`src/inc/mcr_pkg.sv`:
```
`default_nettype none
package mcr_pkg;
  // ****************************************
  // Register map
  // ****************************************
  localparam logic [7:0] OFS_CCS  = 8'h2c;
  localparam logic [7:0] OFS_BEEP = 8'h2d;
  localparam logic [7:0] OFS_EVT  = 8'h2e;
  localparam logic [7:0] OFS_MASK = 8'h2f;
  // ****************************************
  // Field positions
  // ****************************************
  localparam int BIT_CLKOUT = 7;
  localparam int CPUDIV_LSB = 5;
  localparam int BIT_SLOW   = 4;
  localparam int TB_LSB     = 2;
  localparam int BIT_IE     = 1;
  localparam int BIT_FLAG   = 0;
  localparam int EVT_PERIOD = 0;
  localparam int EVT_WAKE   = 1;
  // ****************************************
  // Reset values
  // ****************************************
  localparam logic [7:0] RST_CCS  = 8'h00;
  localparam logic [1:0] RST_BEEP = 2'h0;
  localparam logic [1:0] RST_EVT  = 2'h0;
  localparam logic [1:0] RST_MASK = 2'h0;
  // ****************************************
  // Timing counts in oscillator cycles, rates in Hz
  // ****************************************
  localparam logic [4:0]  CPU_DIV_BASE = 5'h02;
  localparam logic [17:0] TB_P0        = 18'h0_3e80;
  localparam logic [17:0] TB_P1        = 18'h0_7d00;
  localparam logic [17:0] TB_P2        = 18'h1_3880;
  localparam logic [17:0] TB_P3        = 18'h3_0d40;
  localparam int unsigned BEEP_REF_HZ  = 32'h007a_1200;
  localparam int unsigned TONE_HZ_HI   = 32'h0000_07d0;
  localparam int unsigned TONE_HZ_MID  = 32'h0000_03e8;
  localparam int unsigned TONE_HZ_LO   = 32'h0000_01f4;
  localparam logic [12:0] TONE_H_HI    = 13'(BEEP_REF_HZ / (2 * TONE_HZ_HI));
  localparam logic [12:0] TONE_H_MID   = 13'(BEEP_REF_HZ / (2 * TONE_HZ_MID));
  localparam logic [12:0] TONE_H_LO    = 13'(BEEP_REF_HZ / (2 * TONE_HZ_LO));
  // ****************************************
  // Power modes
  // ****************************************
  typedef enum logic [1:0] {
    MCR_RUN      = 2'b00,
    MCR_ACT_HALT = 2'b01,
    MCR_HALT     = 2'b10
  } mcr_mode_e;
endpackage
`default_nettype wire

```
`src/inc/mcr_tick_if.sv`:
```
`timescale 1ns/10ps
`default_nettype none
interface mcr_tick_if #(
  parameter int W = 18
);
  logic         run;
  logic [W-1:0] limit;
  logic         tick;
  logic         wave;
  modport ctl (output run, output limit, input tick, input wave);
  modport div (input run, input limit, output tick, output wave);
  modport sq  (input run, input limit, output wave);
endinterface
`default_nettype wire

```
`src/hw/mcr_top.sv`:
```
// Added by the designer: strobed register access.
`timescale 1ns/10ps
`default_nettype none
module mcr_top #(
  parameter logic [17:0] TB_PERIOD_0 = mcr_pkg::TB_P0,
  parameter logic [17:0] TB_PERIOD_1 = mcr_pkg::TB_P1,
  parameter logic [17:0] TB_PERIOD_2 = mcr_pkg::TB_P2,
  parameter logic [17:0] TB_PERIOD_3 = mcr_pkg::TB_P3,
  parameter logic [12:0] TONE_HALF_HI  = mcr_pkg::TONE_H_HI,
  // Lower tones are whole multiples of the top tone's half period
  parameter logic [12:0] TONE_HALF_MID =
    13'(TONE_HALF_HI * (mcr_pkg::TONE_HZ_HI / mcr_pkg::TONE_HZ_MID)),
  parameter logic [12:0] TONE_HALF_LO  =
    13'(TONE_HALF_HI * (mcr_pkg::TONE_HZ_HI / mcr_pkg::TONE_HZ_LO))
) (
  input  wire logic       clk_i,
  input  wire logic       rst_b_i,
  input  wire logic [7:0] addr_i,
  input  wire logic [7:0] wdata_i,
  input  wire logic       wr_i,
  input  wire logic       rd_i,
  output logic      [7:0] rdata_o,
  input  wire logic       halt_req_i,
  input  wire logic       wake_i,
  input  wire logic       global_mask_i,
  output logic            cpu_clk_en_o,
  output logic            clock_out_port_pin_o,
  output logic            clock_out_port_pin_oe_o,
  output logic            tone_port_pin_o,
  output logic            tone_port_pin_oe_o,
  output logic            tb_irq_o,
  output logic            evt_irq_o
);
  // ****************************************
  // State
  // ****************************************
  typedef struct packed {
    mcr_pkg::mcr_mode_e mode;
    logic [7:0]         ccs;
    logic [1:0]         beep;
    logic [1:0]         evt;
    logic [1:0]         mask;
    logic [17:0]        tb_limit;
    logic [7:0]         rdata;
    logic               cpu_en;
    logic               clkout;
    logic               clkout_oe;
    logic               tone;
    logic               tone_oe;
    logic               tb_irq;
    logic               evt_irq;
  } mcr_top_s;

  mcr_top_s q;
  mcr_top_s d;

  logic       run;
  logic       slow;
  logic       tb_ie;
  logic [1:0] cpu_div;
  logic [1:0] tb_sel;

  mcr_tick_if #(.W(5))  cpu_tk ();
  mcr_tick_if #(.W(18)) tb_tk ();
  mcr_tick_if #(.W(13)) tone_tk ();

  assign run     = (q.mode == mcr_pkg::MCR_RUN);
  assign slow    = q.ccs[mcr_pkg::BIT_SLOW];
  assign tb_ie   = q.ccs[mcr_pkg::BIT_IE];
  assign cpu_div = q.ccs[mcr_pkg::CPUDIV_LSB +: 2];
  assign tb_sel  = q.ccs[mcr_pkg::TB_LSB +: 2];

  // ****************************************
  // Lookup of periods
  // ****************************************
  function automatic logic [17:0] tb_period(input logic [1:0] sel);
    case (sel)
      2'h0: tb_period = TB_PERIOD_0;
      2'h1: tb_period = TB_PERIOD_1;
      2'h2: tb_period = TB_PERIOD_2;
      2'h3: tb_period = TB_PERIOD_3;
      default: tb_period = TB_PERIOD_0;
    endcase
  endfunction

  function automatic logic [12:0] tone_half(input logic [1:0] sel);
    case (sel)
      2'h1: tone_half = TONE_HALF_HI;
      2'h2: tone_half = TONE_HALF_MID;
      2'h3: tone_half = TONE_HALF_LO;
      default: tone_half = TONE_HALF_HI;
    endcase
  endfunction

  // ****************************************
  // Dividers
  // ****************************************
  // CPU prescaler only counts in slow mode while running
  assign cpu_tk.run   = run && slow;
  assign cpu_tk.limit = mcr_pkg::CPU_DIV_BASE << cpu_div;
  // Time base runs in run and ACTIVE-HALT, stopped and cleared to zero in full HALT
  assign tb_tk.run    = (q.mode != mcr_pkg::MCR_HALT);
  assign tb_tk.limit  = q.tb_limit;
  // Beeper stays alive in ACTIVE-HALT
  assign tone_tk.run   = (q.beep != 2'h0) && (q.mode != mcr_pkg::MCR_HALT);
  assign tone_tk.limit = tone_half(q.beep);

  mcr_divider #(.W(5)) u_cpu_div (
    .clk_i   (clk_i),
    .rst_b_i (rst_b_i),
    .tk      (cpu_tk)
  );

  mcr_divider #(.W(18)) u_tb_div (
    .clk_i   (clk_i),
    .rst_b_i (rst_b_i),
    .tk      (tb_tk)
  );

  mcr_tone #(.W(13)) u_tone (
    .clk_i   (clk_i),
    .rst_b_i (rst_b_i),
    .tk      (tone_tk)
  );

  // ****************************************
  // Next state
  // ****************************************
  always_comb
  begin
    d       = q;
    d.rdata = 8'h00;

    // Register writes; writes are ignored outside run mode
    if (run && wr_i)
    begin
      case (addr_i)
        mcr_pkg::OFS_CCS:  d.ccs = {wdata_i[7:1], q.ccs[mcr_pkg::BIT_FLAG]};
        mcr_pkg::OFS_BEEP: d.beep = wdata_i[1:0];
        mcr_pkg::OFS_EVT:  d.evt = q.evt & ~wdata_i[1:0];
        mcr_pkg::OFS_MASK: d.mask = wdata_i[1:0];
        default: d.mask = q.mask;
      endcase
    end

    // Read data, valid only in the cycle after the strobe
    if (rd_i)
    begin
      case (addr_i)
        mcr_pkg::OFS_CCS:  d.rdata = q.ccs;
        mcr_pkg::OFS_BEEP: d.rdata = {6'h00, q.beep};
        mcr_pkg::OFS_EVT:  d.rdata = {6'h00, q.evt};
        mcr_pkg::OFS_MASK: d.rdata = {6'h00, q.mask};
        default: d.rdata = 8'h00;
      endcase
    end

    // A read of the CCS register in run mode clears the flag; a write leaves it alone
    if (run && rd_i && (addr_i == mcr_pkg::OFS_CCS))
      d.ccs[mcr_pkg::BIT_FLAG] = 1'b0;

    // Period end: flag set wins over a clearing read, new period latched
    if (tb_tk.tick)
    begin
      d.ccs[mcr_pkg::BIT_FLAG] = 1'b1;
      d.evt[mcr_pkg::EVT_PERIOD] = 1'b1;
      d.tb_limit = tb_period(tb_sel);
    end

    // Power mode sequencing; WAIT is not seen here and changes nothing
    case (q.mode)
      mcr_pkg::MCR_RUN:
      begin
        if (halt_req_i)
          d.mode = tb_ie ? mcr_pkg::MCR_ACT_HALT : mcr_pkg::MCR_HALT;
      end
      mcr_pkg::MCR_ACT_HALT:
      begin
        if ((tb_tk.tick && tb_ie) || wake_i)
        begin
          d.mode = mcr_pkg::MCR_RUN;
          d.evt[mcr_pkg::EVT_WAKE] = 1'b1;
        end
      end
      mcr_pkg::MCR_HALT:
      begin
        if (wake_i)
          d.mode = mcr_pkg::MCR_RUN;
      end
      default: d.mode = mcr_pkg::MCR_RUN;
    endcase

    // CPU clock enable while running: every cycle in normal mode, divided in slow mode; off in both halt modes
    d.cpu_en = run && (!slow || cpu_tk.tick);

    // Clock-out toggles every cycle in normal mode, follows the CPU rate in slow mode; parked low while not selected or not running
    if (!run || !q.ccs[mcr_pkg::BIT_CLKOUT])
      d.clkout = 1'b0;
    else if (!slow)
      d.clkout = ~q.clkout;
    else
      d.clkout = cpu_tk.wave;
    d.clkout_oe = q.ccs[mcr_pkg::BIT_CLKOUT]
                  && (q.mode != mcr_pkg::MCR_ACT_HALT);

    d.tone    = tone_tk.wave;
    d.tone_oe = (q.beep != 2'h0);

    // Interrupt request also serves as the WAIT exit
    d.tb_irq  = q.ccs[mcr_pkg::BIT_FLAG] && tb_ie && !global_mask_i;
    d.evt_irq = |(q.evt & q.mask);
  end

  // ****************************************
  // Registers
  // ****************************************
  always_ff @(posedge clk_i)
  begin
    if (!rst_b_i)
    begin
      q          <= '0;
      q.ccs      <= mcr_pkg::RST_CCS;
      q.beep     <= mcr_pkg::RST_BEEP;
      q.evt      <= mcr_pkg::RST_EVT;
      q.mask     <= mcr_pkg::RST_MASK;
      q.tb_limit <= TB_PERIOD_0;
    end
    else
      q <= d;
  end

  assign rdata_o                 = q.rdata;
  assign cpu_clk_en_o            = q.cpu_en;
  assign clock_out_port_pin_o    = q.clkout;
  assign clock_out_port_pin_oe_o = q.clkout_oe;
  assign tone_port_pin_o         = q.tone;
  assign tone_port_pin_oe_o      = q.tone_oe;
  assign tb_irq_o                = q.tb_irq;
  assign evt_irq_o               = q.evt_irq;
endmodule
`default_nettype wire

```
`src/hw/mcr_divider.sv`:
```
`timescale 1ns/10ps
`default_nettype none
module mcr_divider #(
  parameter int W = 18
) (
  input  wire logic clk_i,
  input  wire logic rst_b_i,
  mcr_tick_if.div   tk
);
  typedef struct packed {
    logic [W-1:0] cnt;
    logic         tick;
    logic         wave;
  } mcr_div_s;

  mcr_div_s q;
  mcr_div_s d;

  // Counts limit cycles, pulses tick on wrap and restarts by itself
  always_comb
  begin
    d      = q;
    d.tick = 1'b0;
    if (!tk.run)
      d.cnt = '0;
    else if (q.cnt == tk.limit - W'(1))
    begin
      d.cnt  = '0;
      d.tick = 1'b1;
    end
    else
      d.cnt = q.cnt + W'(1);
    d.wave = tk.run && (d.cnt < (tk.limit >> 1));
  end

  always_ff @(posedge clk_i)
  begin
    if (!rst_b_i)
      q <= '0;
    else
      q <= d;
  end

  assign tk.tick = q.tick;
  assign tk.wave = q.wave;
endmodule
`default_nettype wire

```
`src/hw/mcr_tone.sv`:
```
`timescale 1ns/10ps
`default_nettype none
module mcr_tone #(
  parameter int W = 13
) (
  input  wire logic clk_i,
  input  wire logic rst_b_i,
  mcr_tick_if.sq    tk
);
  typedef struct packed {
    logic [W-1:0] cnt;
    logic         wave;
  } mcr_tone_s;

  mcr_tone_s q;
  mcr_tone_s d;

  // Square wave, toggles every limit cycles; parked low while off
  always_comb
  begin
    d = q;
    if (!tk.run)
    begin
      d.cnt  = '0;
      d.wave = 1'b0;
    end
    else if (q.cnt == tk.limit - W'(1))
    begin
      d.cnt  = '0;
      d.wave = ~q.wave;
    end
    else
      d.cnt = q.cnt + W'(1);
  end

  always_ff @(posedge clk_i)
  begin
    if (!rst_b_i)
      q <= '0;
    else
      q <= d;
  end

  assign tk.wave = q.wave;
endmodule
`default_nettype wire

```
`config.mk`:
```
export PLATFORM = sky130hd
export DESIGN_NAME = mcr_top
export DESIGN_NICKNAME = d
export VERILOG_FILES = /design/src/inc/mcr_pkg.sv /design/src/inc/mcr_tick_if.sv /design/src/hw/mcr_top.sv /design/src/hw/mcr_divider.sv /design/src/hw/mcr_tone.sv
export SDC_FILE = /design/constraint.sdc
export NUM_CORES = 1
export LEC_CHECK = 0
export ABC_CLOCK_PERIOD_IN_PS = 1800
export BUFFER_PORTS_ARGS = -buffer_cell sky130_fd_sc_hd__clkbuf_2
export CORE_MARGIN = 2
export CORE_UTILIZATION = 55
export CTS_BUF_LIST = sky130_fd_sc_hd__clkbuf_2
export DETAILED_ROUTE_END_ITERATION = 10
export PLACE_DENSITY_LB_ADDON = 0.08
export SLEW_MARGIN = 20
export SYNTH_ARGS = -nofsm -noshare
export SYNTH_HDL_FRONTEND = slang
export SYNTH_SLANG_ARGS = --single-unit
export TNS_END_PERCENT = 100
```
`constraint.sdc`:
```
create_clock -name clk_i -period 1.8 [get_ports clk_i]
set_input_delay 0 -clock clk_i [delete_from_list [all_inputs] [get_ports clk_i]]
set_output_delay 0 -clock clk_i [all_outputs]
set_load 0.02 [all_outputs]
```
==> flow_summary.yaml, run 1 <==
logic_synthesis:
  syn_avg_cell_area_um2: 9.18
  syn_inst: 388
  ys_ff_latch: 79
  netlist_area_mm2: 0.00356
  yosysUniqueCellTypes: 45
  yosysWarningCount: 0
  synth-edff-count: 0
  syn_nets: 419
  synth_flop_cell: "dfxtp_1"
  synth_commonest_cells: "dfxtp_1, nor2_1, nand2_1"
  ys_async_sr_fraction: 0
  synthTopCellsByArea: "dfxtp_1, nor2_1, xnor2_1"
  synth_most_common_cell: "dfxtp_1"
  yosysSeqAreaShare: 0.444
  synth_top_area_share: 0.444
  yosys.area.top_type: "dfxtp_1"
detailed_routing:
  wl_per_cell_um: 13.4
  via_per_inst: 5.19
  routed_wl_um: 7400
  ant_nets: 0
  first_pass_iters: 4
  vias: 2868
  route.detailed.drc: 0
  drt_iter0_drc: 139
timing:
  clock.fmax_mhz: 524
  setup_violations: 31
  hold_violations: 0
  slew_violations: 0
  skew_ps: 34.2
  whs_ps: 55.3
  grt_setup_unrepaired: "true"
  setup_slack_ps: -107
  relSlewSlack: 0.663
  min_period_ps: 1910
  final.period_utilization: 1.06
  tightest_slew_ps: 500
placement:
  gp_congestion: 0.820
  place.port_buffers: 37
  placed_area_mm2: 0.00395
  dpl.hpwl_um: 4860
setup_path:
  critPathSlowestCell: "or3_1"
  cp_cell_sequence: "or3_1, a21oi_2, a21oi_2, nand3_2, nor2_1, ha_1, a211o_1, o211ai_1, o211a_1"
  start_kind: "flop"
  crit_arrival_ps: 2370
  cp_top_family: "compound AO/OA/AOI/OAI gates"
  cp.buffers_inverters: 0
  required_ps: 2260
  worst_path_most_repeated_cell: "a21oi_2"
  cp-end-kind: "flop"
  crit_fanout: 2
  max_stage_delay_ps: 380
  worstSetupPathType: "flop to flop"
die:
  row_count: 29
  initial_core_util: 0.564
  top_level_ports: 38
  die_x_um: 84.5
  die_h_um: 84.5
  die_area_mm2: 0.00714
  core_mm2: 0.00631
cts:
  cts.path.max_buffers: 2
  h-tree-depth: 3
  clock_tree.root_cell: "clkbuf_2"
  cts_tree: "done"
  clkTransAtPathRegs_ps: 230
  clock_latency_ps: 500
  cts_made_buffers: 9
  clock-sinks: 79
cells_and_area:
  design_area_mm2: 0.00441
  drive_above_1_share: 0.258
  nets: 502
  syn2layout_area_growth_pct: 23.8
  antenna_cells: 0
  utilization: 0.699
grt:
  antenna_found_initial: 0
  overflow: 0
  grt_pass1_wl_um: 12500
  grt_pass1_vias: 2742
  grt_max_degree: 21
  grt_usage: 0.215
run_status:
  run_status: "finished, violations left"
  violations: "setup timing"
min_path:
  hp-class: "primary input to flop"
flow_run:
  cap_viol_max_count: 0
power_and_ir_drop:
  peakVddDrop_mv: 0.481
  p_leak_nw: 1.76
  powerDensity_mw_per_mm2: 645
==> final timing paths <==
kind | to | slack, ps | start | depth (start not counted)
worst max-delay path | u_cpu_div.tk.wave | -110 | u_cpu_div.q[5] | 9
worst min-delay path | q[33] | 60 | addr_i[6] | 5
worst max register to register | u_cpu_div.tk.wave | -110 | u_cpu_div.q[5] | 9
worst min register to register | cpu_clk_en_o | 450 | u_cpu_div.tk.tick | 2
==> sequential cells by signal, summed over array words and instances, names as in the netlist, 2 cells and up <==
| signal | count |
|---|---|
| tb_tk.limit | 8 |
| q | 14 |
| cpu_div | 2 |
| u_tb_div.q | 18 |
| u_tone.q | 13 |
| rdata_o | 8 |
| u_cpu_div.q | 5 |
==> report_power, final <==
part	internal (W)	switching (W)
registers	0.00176	0.00000550
clock network	0.000333	0.000602
logic	0.0000763	0.0000692
==> final cells by class <==
type | count | area (µm²)
fillers | 494 | 1900
inverters | 11 | 41.3
multi-input cells | 282 | 1950
clock buffers | 11 | 55.1
clock inverters | 5 | 58.8
repair buffers | 88 | 623
flip-flops and latches | 79 | 1590
well taps | 77 | 96.3
==> worst register-to-register path, cell delays in order (launching register included) <==
cell and delay, ps:
dfxtp_2 360, or3_1 380, a21oi_2 160, a21oi_2 60, nand3_2 80, nor2_1 50, ha_1 260, a211o_1 280
o211ai_1 80, o211a_1 160
==> per-stage QoR <==
| stage | total power [W] | std cells | worst slack (ps) | setup TNS, ps |
|---|---|---|---|---|
| after floorplan | 0.00186 | 388 | -150 | -875 |
| after global placement | 0.00190 | 512 | -84.2 | -658 |
| after detailed placement | 0.00191 | 512 | -138 | -1460 |
| after CTS | 0.00288 | 552 | -101 | -1820 |
| after global routing | 0.00296 | 553 | -215 | -4050 |
| final | 0.00285 | 553 | -107 | -1950 |
==> routing by layer <==
| layer | part of all wire | track usage | wire, µm |
|---|---|---|---|
| met2 | 0.48 | 0.357 | 3580 |
| met3 | 0.026 | 0.0324 | 190 |
| met1 | 0.48 | 0.281 | 3540 |
| met4 | 0.013 | 0.0851 | 93 |
| met5 | 0 | 0 | 0 |
==> placed cells by master (no fill, tap or decap), types with 3 or more instances in the layout <==
| master | Yosys | routed |
|---|---|---|
| o21ai_0 | 10 | 10 |
| clkbuf_2 | 0 | 47 |
| xnor2_1 | 20 | 19 |
| nand3_1 | 19 | 18 |
| nor2_1 | 52 | 36 |
| mux2i_1 | 13 | 13 |
| inv_1 | 11 | 9 |
| or3_1 | 3 | 3 |
| nor3_1 | 9 | 9 |
| dlygate4sd3_1 | 0 | 21 |
| dfxtp_1 | 79 | 73 |
| nand4_1 | 8 | 8 |
| nor2_2 | 0 | 15 |
| nor3b_1 | 5 | 5 |
| a21oi_1 | 9 | 7 |
| and3_1 | 14 | 14 |
| dfxtp_2 | 0 | 6 |
| nand2_1 | 33 | 32 |
| nor2b_1 | 16 | 16 |
| nor4_1 | 4 | 4 |
| xor2_1 | 19 | 18 |
| buf_4 | 8 | 30 |
| and2_1 | 8 | 8 |
| ha_1 | 8 | 6 |
==> kinds of logic after synthesis <==
| group | synth area share |
|---|---|
| xor+xnor | 0.0959 |
| flops | 0.444 |
| fa+ha+maj | 0.0281 |
| compound gates | 0.0744 |
| mux | 0.0492 |
| simple gates | 0.263 |
| buf+inv | 0.0453 |
==> what timing repair did <==
action                                  4_1_cts  5_1_grt
cloned                                        2        0
buffers inserted                              1        1
pin swaps                                    20        8
endpoints found under the hold margin        25        0
endpoints found under the setup margin       31       33
hold buffers                                 21        0
gates resized for setup                       7       25
Power figures use the tool's default switching activity.
==> run 2: changes to the inputs <==
--- a/config.mk
+++ b/config.mk
@@ -7,7 +7,7 @@
 export LEC_CHECK = 0
 export ABC_CLOCK_PERIOD_IN_PS = 1800
 export BUFFER_PORTS_ARGS = -buffer_cell sky130_fd_sc_hd__clkbuf_2
-export CORE_MARGIN = 2
+export CAP_MARGIN = 5
 export CORE_UTILIZATION = 55
 export CTS_BUF_LIST = sky130_fd_sc_hd__clkbuf_2
 export DETAILED_ROUTE_END_ITERATION = 10
==> flow_summary.yaml, run 2 (synthesis results as in run 1) <==
run_status:
  run_status: "finished, violations left"
  violations: "setup timing"
grt:
  grt_pass1_vias: 2880
  grt_busiest_layer: "met2"
  use_met3: 0.0429
  antenna_found_initial: 0
  grt_usage: 0.238
  overflow: 0
  grt_pass1_wl_um: 12300
  use_met2: 0.407
  met1_usage: 0.291
  grt_max_degree: 21
cells_and_area:
  final_common_cell: "dfxtp_1"
  syn2layout_area_growth_pct: 23.9
  largest_reg_flops: 18
  fin_cells: 553
  drive_above_1_share: 0.264
  final_cell_mix: "dfxtp_1, clkbuf_2, nor2_1"
  antenna_cells: 0
  largestRegisters: "u_tb_div.q (18), q (14), u_tone.q (13)"
  largest-register: "u_tb_div.q"
  nets: 504
power_and_ir_drop:
  peakVddDrop_mv: 0.429
  p_switching_w: 0.000648
  p_leak_nw: 1.76
  powerDensity_mw_per_mm2: 635
  total_power_w: 0.00280
  comb_power_share: 0.051
  p_seq_frac: 0.630
  p_int_w: 0.00216
  clkPwrFrac: 0.319
  swShare: 0.231
die:
  top_level_ports: 38
  initial_core_util: 0.585
  die_area_mm2: 0.00680
  die_h_um: 82.5
  core_mm2: 0.00610
  row_count: 28
  die_x_um: 82.5
timing:
  min_period_ps: 1950
  clock.fmax_mhz: 513
  setup_slack_ps: -149
  relSlewSlack: 0.667
  final.period_utilization: 1.08
  grt_setup_unrepaired: "true"
  setup_violations: 31
  fin_tns_setup_ps: -1790
  skew_ps: 30.1
  hold_violations: 0
  tightest_slew_ps: 495
  slew_violations: 0
setup_path:
  rr_startpoint: "u_cpu_div.q[4]"
  reg2regPathDepth: 9
  cp-end-kind: "flop"
  crit_fanout: 4
  r2r_setup_slack_ps: -150
  crit_arrival_ps: 2440
  cp_cell_sequence: "or3_4, a21oi_2, a21oi_2, nand3_1, nor2_1, ha_1, a211o_1, o211ai_1, o211a_1"
  start_kind: "flop"
  r2r-end: "u_cpu_div.tk.wave"
  worst_path_most_repeated_cell: "a21oi_2"
  critPathLaunch: "u_cpu_div.q[4]"
  required_ps: 2290
  setup.worst_path.end: "u_cpu_div.tk.wave"
  worstSetupPathType: "flop to flop"
  max_stage_delay_ps: 390
  critPathSlowestCell: "dfxtp_2"
detailed_routing:
  via_per_inst: 5.35
  ant_nets: 0
  routed_wl_um: 7400
  first_pass_iters: 4
  route.detailed.drc: 0
  wl_per_cell_um: 13.4
  drt_iter0_drc: 81
  vias: 2960
cts:
  cts_made_buffers: 9
  h-tree-depth: 3
  cts_tree: "done"
  clock-sinks: 79
  clock_tree.root_cell: "clkbuf_2"
  clkTransAtPathRegs_ps: 210
  cts.path.max_buffers: 2
  clock_latency_ps: 520
placement:
  dpl.cell_count: 511
  dp_slack_ps: -168
  gp_congestion: 0.819
  dpl.hpwl_um: 4960
  place.port_buffers: 37
min_path:
  hp-class: "primary input to flop"
  min_path_cells: 5
flow_run:
  cap_viol_max_count: 0
## run 2: critical path, delay by kind of cell, from the launching register on
kind                       cells  cell delay [ps]
AOI/OAI and AO/OA              5              710
and+or+nand+nor                3              570
DFF                            1              390
adders and majority gates      1              270
## run 2: what timing repair did
action,CTS,global route
hold endpoints to repair,22,0
gates cloned,2,0
setup endpoints to repair,31,32
hold buffers,20,0
resized for setup,7,26
buffers inserted,3,1
pin swaps,19,14
## run 2: how the worst min path moves through the flow
| stage | startpoint | to | slack (ps) |
|---|---|---|---|
| global placement | wdata_i[0] | q[35] | 220 |
| floorplan | wdata_i[0] | q[35] | 110 |
| global route | addr_i[6] | q[34] | 70 |
| detailed placement | wdata_i[0] | q[35] | 240 |
| finish | addr_i[6] | q[34] | 60 |
| CTS | addr_i[6] | q[33] | 20 |
## run 2: power by group through the flow
| stage | Combinational, W | Clock, W | Sequential, W |
|---|---|---|---|
| global placement | 0.000103 | 0 | 0.00180 |
| floorplan | 0.0000531 | 0 | 0.00180 |
| finish | 0.000144 | 0.000894 | 0.00177 |
| CTS | 0.000139 | 0.000925 | 0.00177 |
| detailed placement | 0.000104 | 0 | 0.00180 |
| global route | 0.000159 | 0.000986 | 0.00177 |
## run 2: per-layer routing
| metal | vias to the layer above | part of all wire |
|---|---|---|
| met5 | - | 0 |
| met4 | 0 | 0.021 |
| met3 | 17 | 0.037 |
| met2 | 75 | 0.48 |
| met1 | 1370 | 0.46 |
| li1 | 1498 | - |
## run 2: through the flow
stage | hold WS (ps) | utilization | cell area (µm²)
after floorplan | 108 | - | 3590
after global placement | 224 | 0.649 | 3960
after detailed placement | 237 | 0.649 | 3960
after CTS | 17.9 | 0.708 | 4320
after global routing | 67.2 | 0.724 | 4420
final | 57.4 | 0.724 | 4420
## run 2: final cells by class
| type | instances | area, µm² |
|---|---|---|
| clock buffers | 11 | 55.1 |
| multi-input cells | 282 | 1950 |
| repair buffers | 90 | 636 |
| fillers | 462 | 1680 |
| inverters | 11 | 41.3 |
| well taps | 75 | 93.8 |
| flip-flops and latches | 79 | 1590 |
| clock inverters | 5 | 48.8 |
==> run 3: changes to the inputs <==
==> constraint.sdc (replaced) <==
create_clock -name clk_i -period 1.8 [get_ports clk_i]
set_input_delay 0.27 -clock clk_i [delete_from_list [all_inputs] [get_ports clk_i]]
set_output_delay 0.27 -clock clk_i [all_outputs]
set_load 0.02 [all_outputs]
==> flow_summary.yaml, run 3 (synthesis results as in run 1) <==
run_status:
  run_status: "finished, violations left"
  violations: "setup timing"
timing:
  slew_violations: 0
  grt_setup_unrepaired: "true"
  final.period_utilization: 1.07
  setup_slack_ps: -122
  tightest_slew_ps: 532
  clock.fmax_mhz: 520
  relSlewSlack: 0.642
  fin_tns_setup_ps: -2080
  hold_violations: 0
  setup_violations: 27
  skew_ps: 30.2
  whs_ps: 82.4
  min_period_ps: 1920
cts:
  cts_tree: "done"
  clock-sinks: 79
  clock_latency_ps: 530
  cts_made_buffers: 9
  cts.path.max_buffers: 2
  clkTransAtPathRegs_ps: 190
  clock_tree.root_cell: "clkbuf_2"
  h-tree-depth: 3
setup_path:
  max_stage_delay_ps: 440
  critPathSlowestCell: "a2111oi_4"
  crit_arrival_ps: 2340
  critPathLaunch: "tb_tk.limit[7]"
  rr_startpoint: "tb_tk.limit[7]"
  r2r_setup_slack_ps: -120
  start_kind: "flop"
  cp-end-kind: "flop"
  crit_fanout: 8
  worstSetupPathType: "flop to flop"
  cp_cell_sequence: "inv_2, ha_4, o21ba_1, a221o_1, a2111oi_4, a21o_4, nor2_1"
  required_ps: 2220
grt:
  grt_busiest_layer: "met2"
  use_met2: 0.363
  use_met3: 0.0484
  overflow: 0
  grt_max_degree: 36
  met1_usage: 0.279
  grt_pass1_wl_um: 11300
  grt_pass1_vias: 2631
  antenna_found_initial: 0
  grt_usage: 0.222
cells_and_area:
  largestRegisters: "u_tb_div.q (18), q (14), u_tone.q (13)"
  nets: 493
  largest_reg_flops: 18
  final_cell_mix: "dfxtp_1, clkbuf_2, nor2_1"
  syn2layout_area_growth_pct: 19.9
  antenna_cells: 0
  largest-register: "u_tb_div.q"
  design_area_mm2: 0.00427
  drive_above_1_share: 0.251
  final_common_cell: "dfxtp_1"
die:
  core_mm2: 0.00610
  initial_core_util: 0.585
  die_area_mm2: 0.00680
  die_x_um: 82.5
  top_level_ports: 38
  row_count: 28
  die_h_um: 82.5
power_and_ir_drop:
  peakVddDrop_mv: 0.370
  powerDensity_mw_per_mm2: 653
  p_leak_nw: 1.73
min_path:
  min_from: "halt_req_i"
  hp-class: "primary input to flop"
flow_run:
  cap_viol_max_count: 0
detailed_routing:
  route.detailed.drc: 0
  wl_per_cell_um: 13.0
  drt_iter0_drc: 159
  ant_nets: 0
  routed_wl_um: 7050
  via_per_inst: 5.24
  vias: 2837
  first_pass_iters: 4
placement:
  placed_area_mm2: 0.00396
  dpl.hpwl_um: 4760
  gp_congestion: 0.801
  place.port_buffers: 37
==> run 3: cell count changes in the layout (fill, tap and decap cells not counted), moves of 2 or more <==
cell,change
dlygate4sd3_1,-10
nor2_2,-9
nor2_1,+8
clkinv_2,+4
clkinv_1,-3
or3_1,+2
or3_4,-2
==> run 3: through the flow <==
stage | util | setup WS [ps] | std cells | power (W)
global route | 0.701 | -193 | 541 | 0.00291
global placement | 0.649 | -78.8 | 511 | 0.00190
CTS | 0.684 | -113 | 537 | 0.00281
floorplan | - | -150 | 388 | 0.00186
detailed placement | 0.649 | -158 | 511 | 0.00191
finish | 0.701 | -122 | 541 | 0.00279
==> run 3: final timing paths <==
kind / end / cells after the start
max: u_tb_div.q[7] / 7
min reg2reg: cpu_clk_en_o / 2
min: q[48] / 3
max reg2reg: u_tb_div.q[7] / 7
==> run 3: power breakdown <==
part | switching [W] | total, W | internal (W)
logic | 0.0000635 | 0.000129 | 0.0000655
clock network | 0.000586 | 0.000897 | 0.000310
registers | 0.00000556 | 0.00177 | 0.00176
total | 0.000656 | 0.00279 | 0.00214
==> run 3: layout make-up <==
type / instances / area (µm²)
Inverter: 11 / 41.3
Fill cell: 483 / 1820
Tap cell: 75 / 93.8
Timing Repair Buffer: 79 / 526
Multi-Input combinational cell: 282 / 1920
Clock inverter: 5 / 50.0
Sequential cell: 79 / 1590
Clock buffer: 10 / 50.0
==> run 3: routing by layer <==
layer  wire length [µm]  part of all wire
met5                  0                 0
met4                155             0.022
met3                219             0.031
met2               3230              0.46
met1               3450              0.49
==> run 3: critical path: cells and delay by family (launching register included) <==
family                     cells  cell delay (ps)
AOI/OAI and AO/OA              4             1190
adders and majority gates      1              160
buffers and inverters          1               40
DFF                            1              380
and+or+nand+nor                1               50
==> run 3: what timing repair did <==
action | in CTS | in global routing
resized for setup | 4 | 19
cloned | 1 | 1
setup buffers | 1 | 2
hold buffers | 9 | 1
hold endpoints to repair | 12 | 2
endpoints found under the setup margin | 26 | 31
pin swaps | 10 | 18
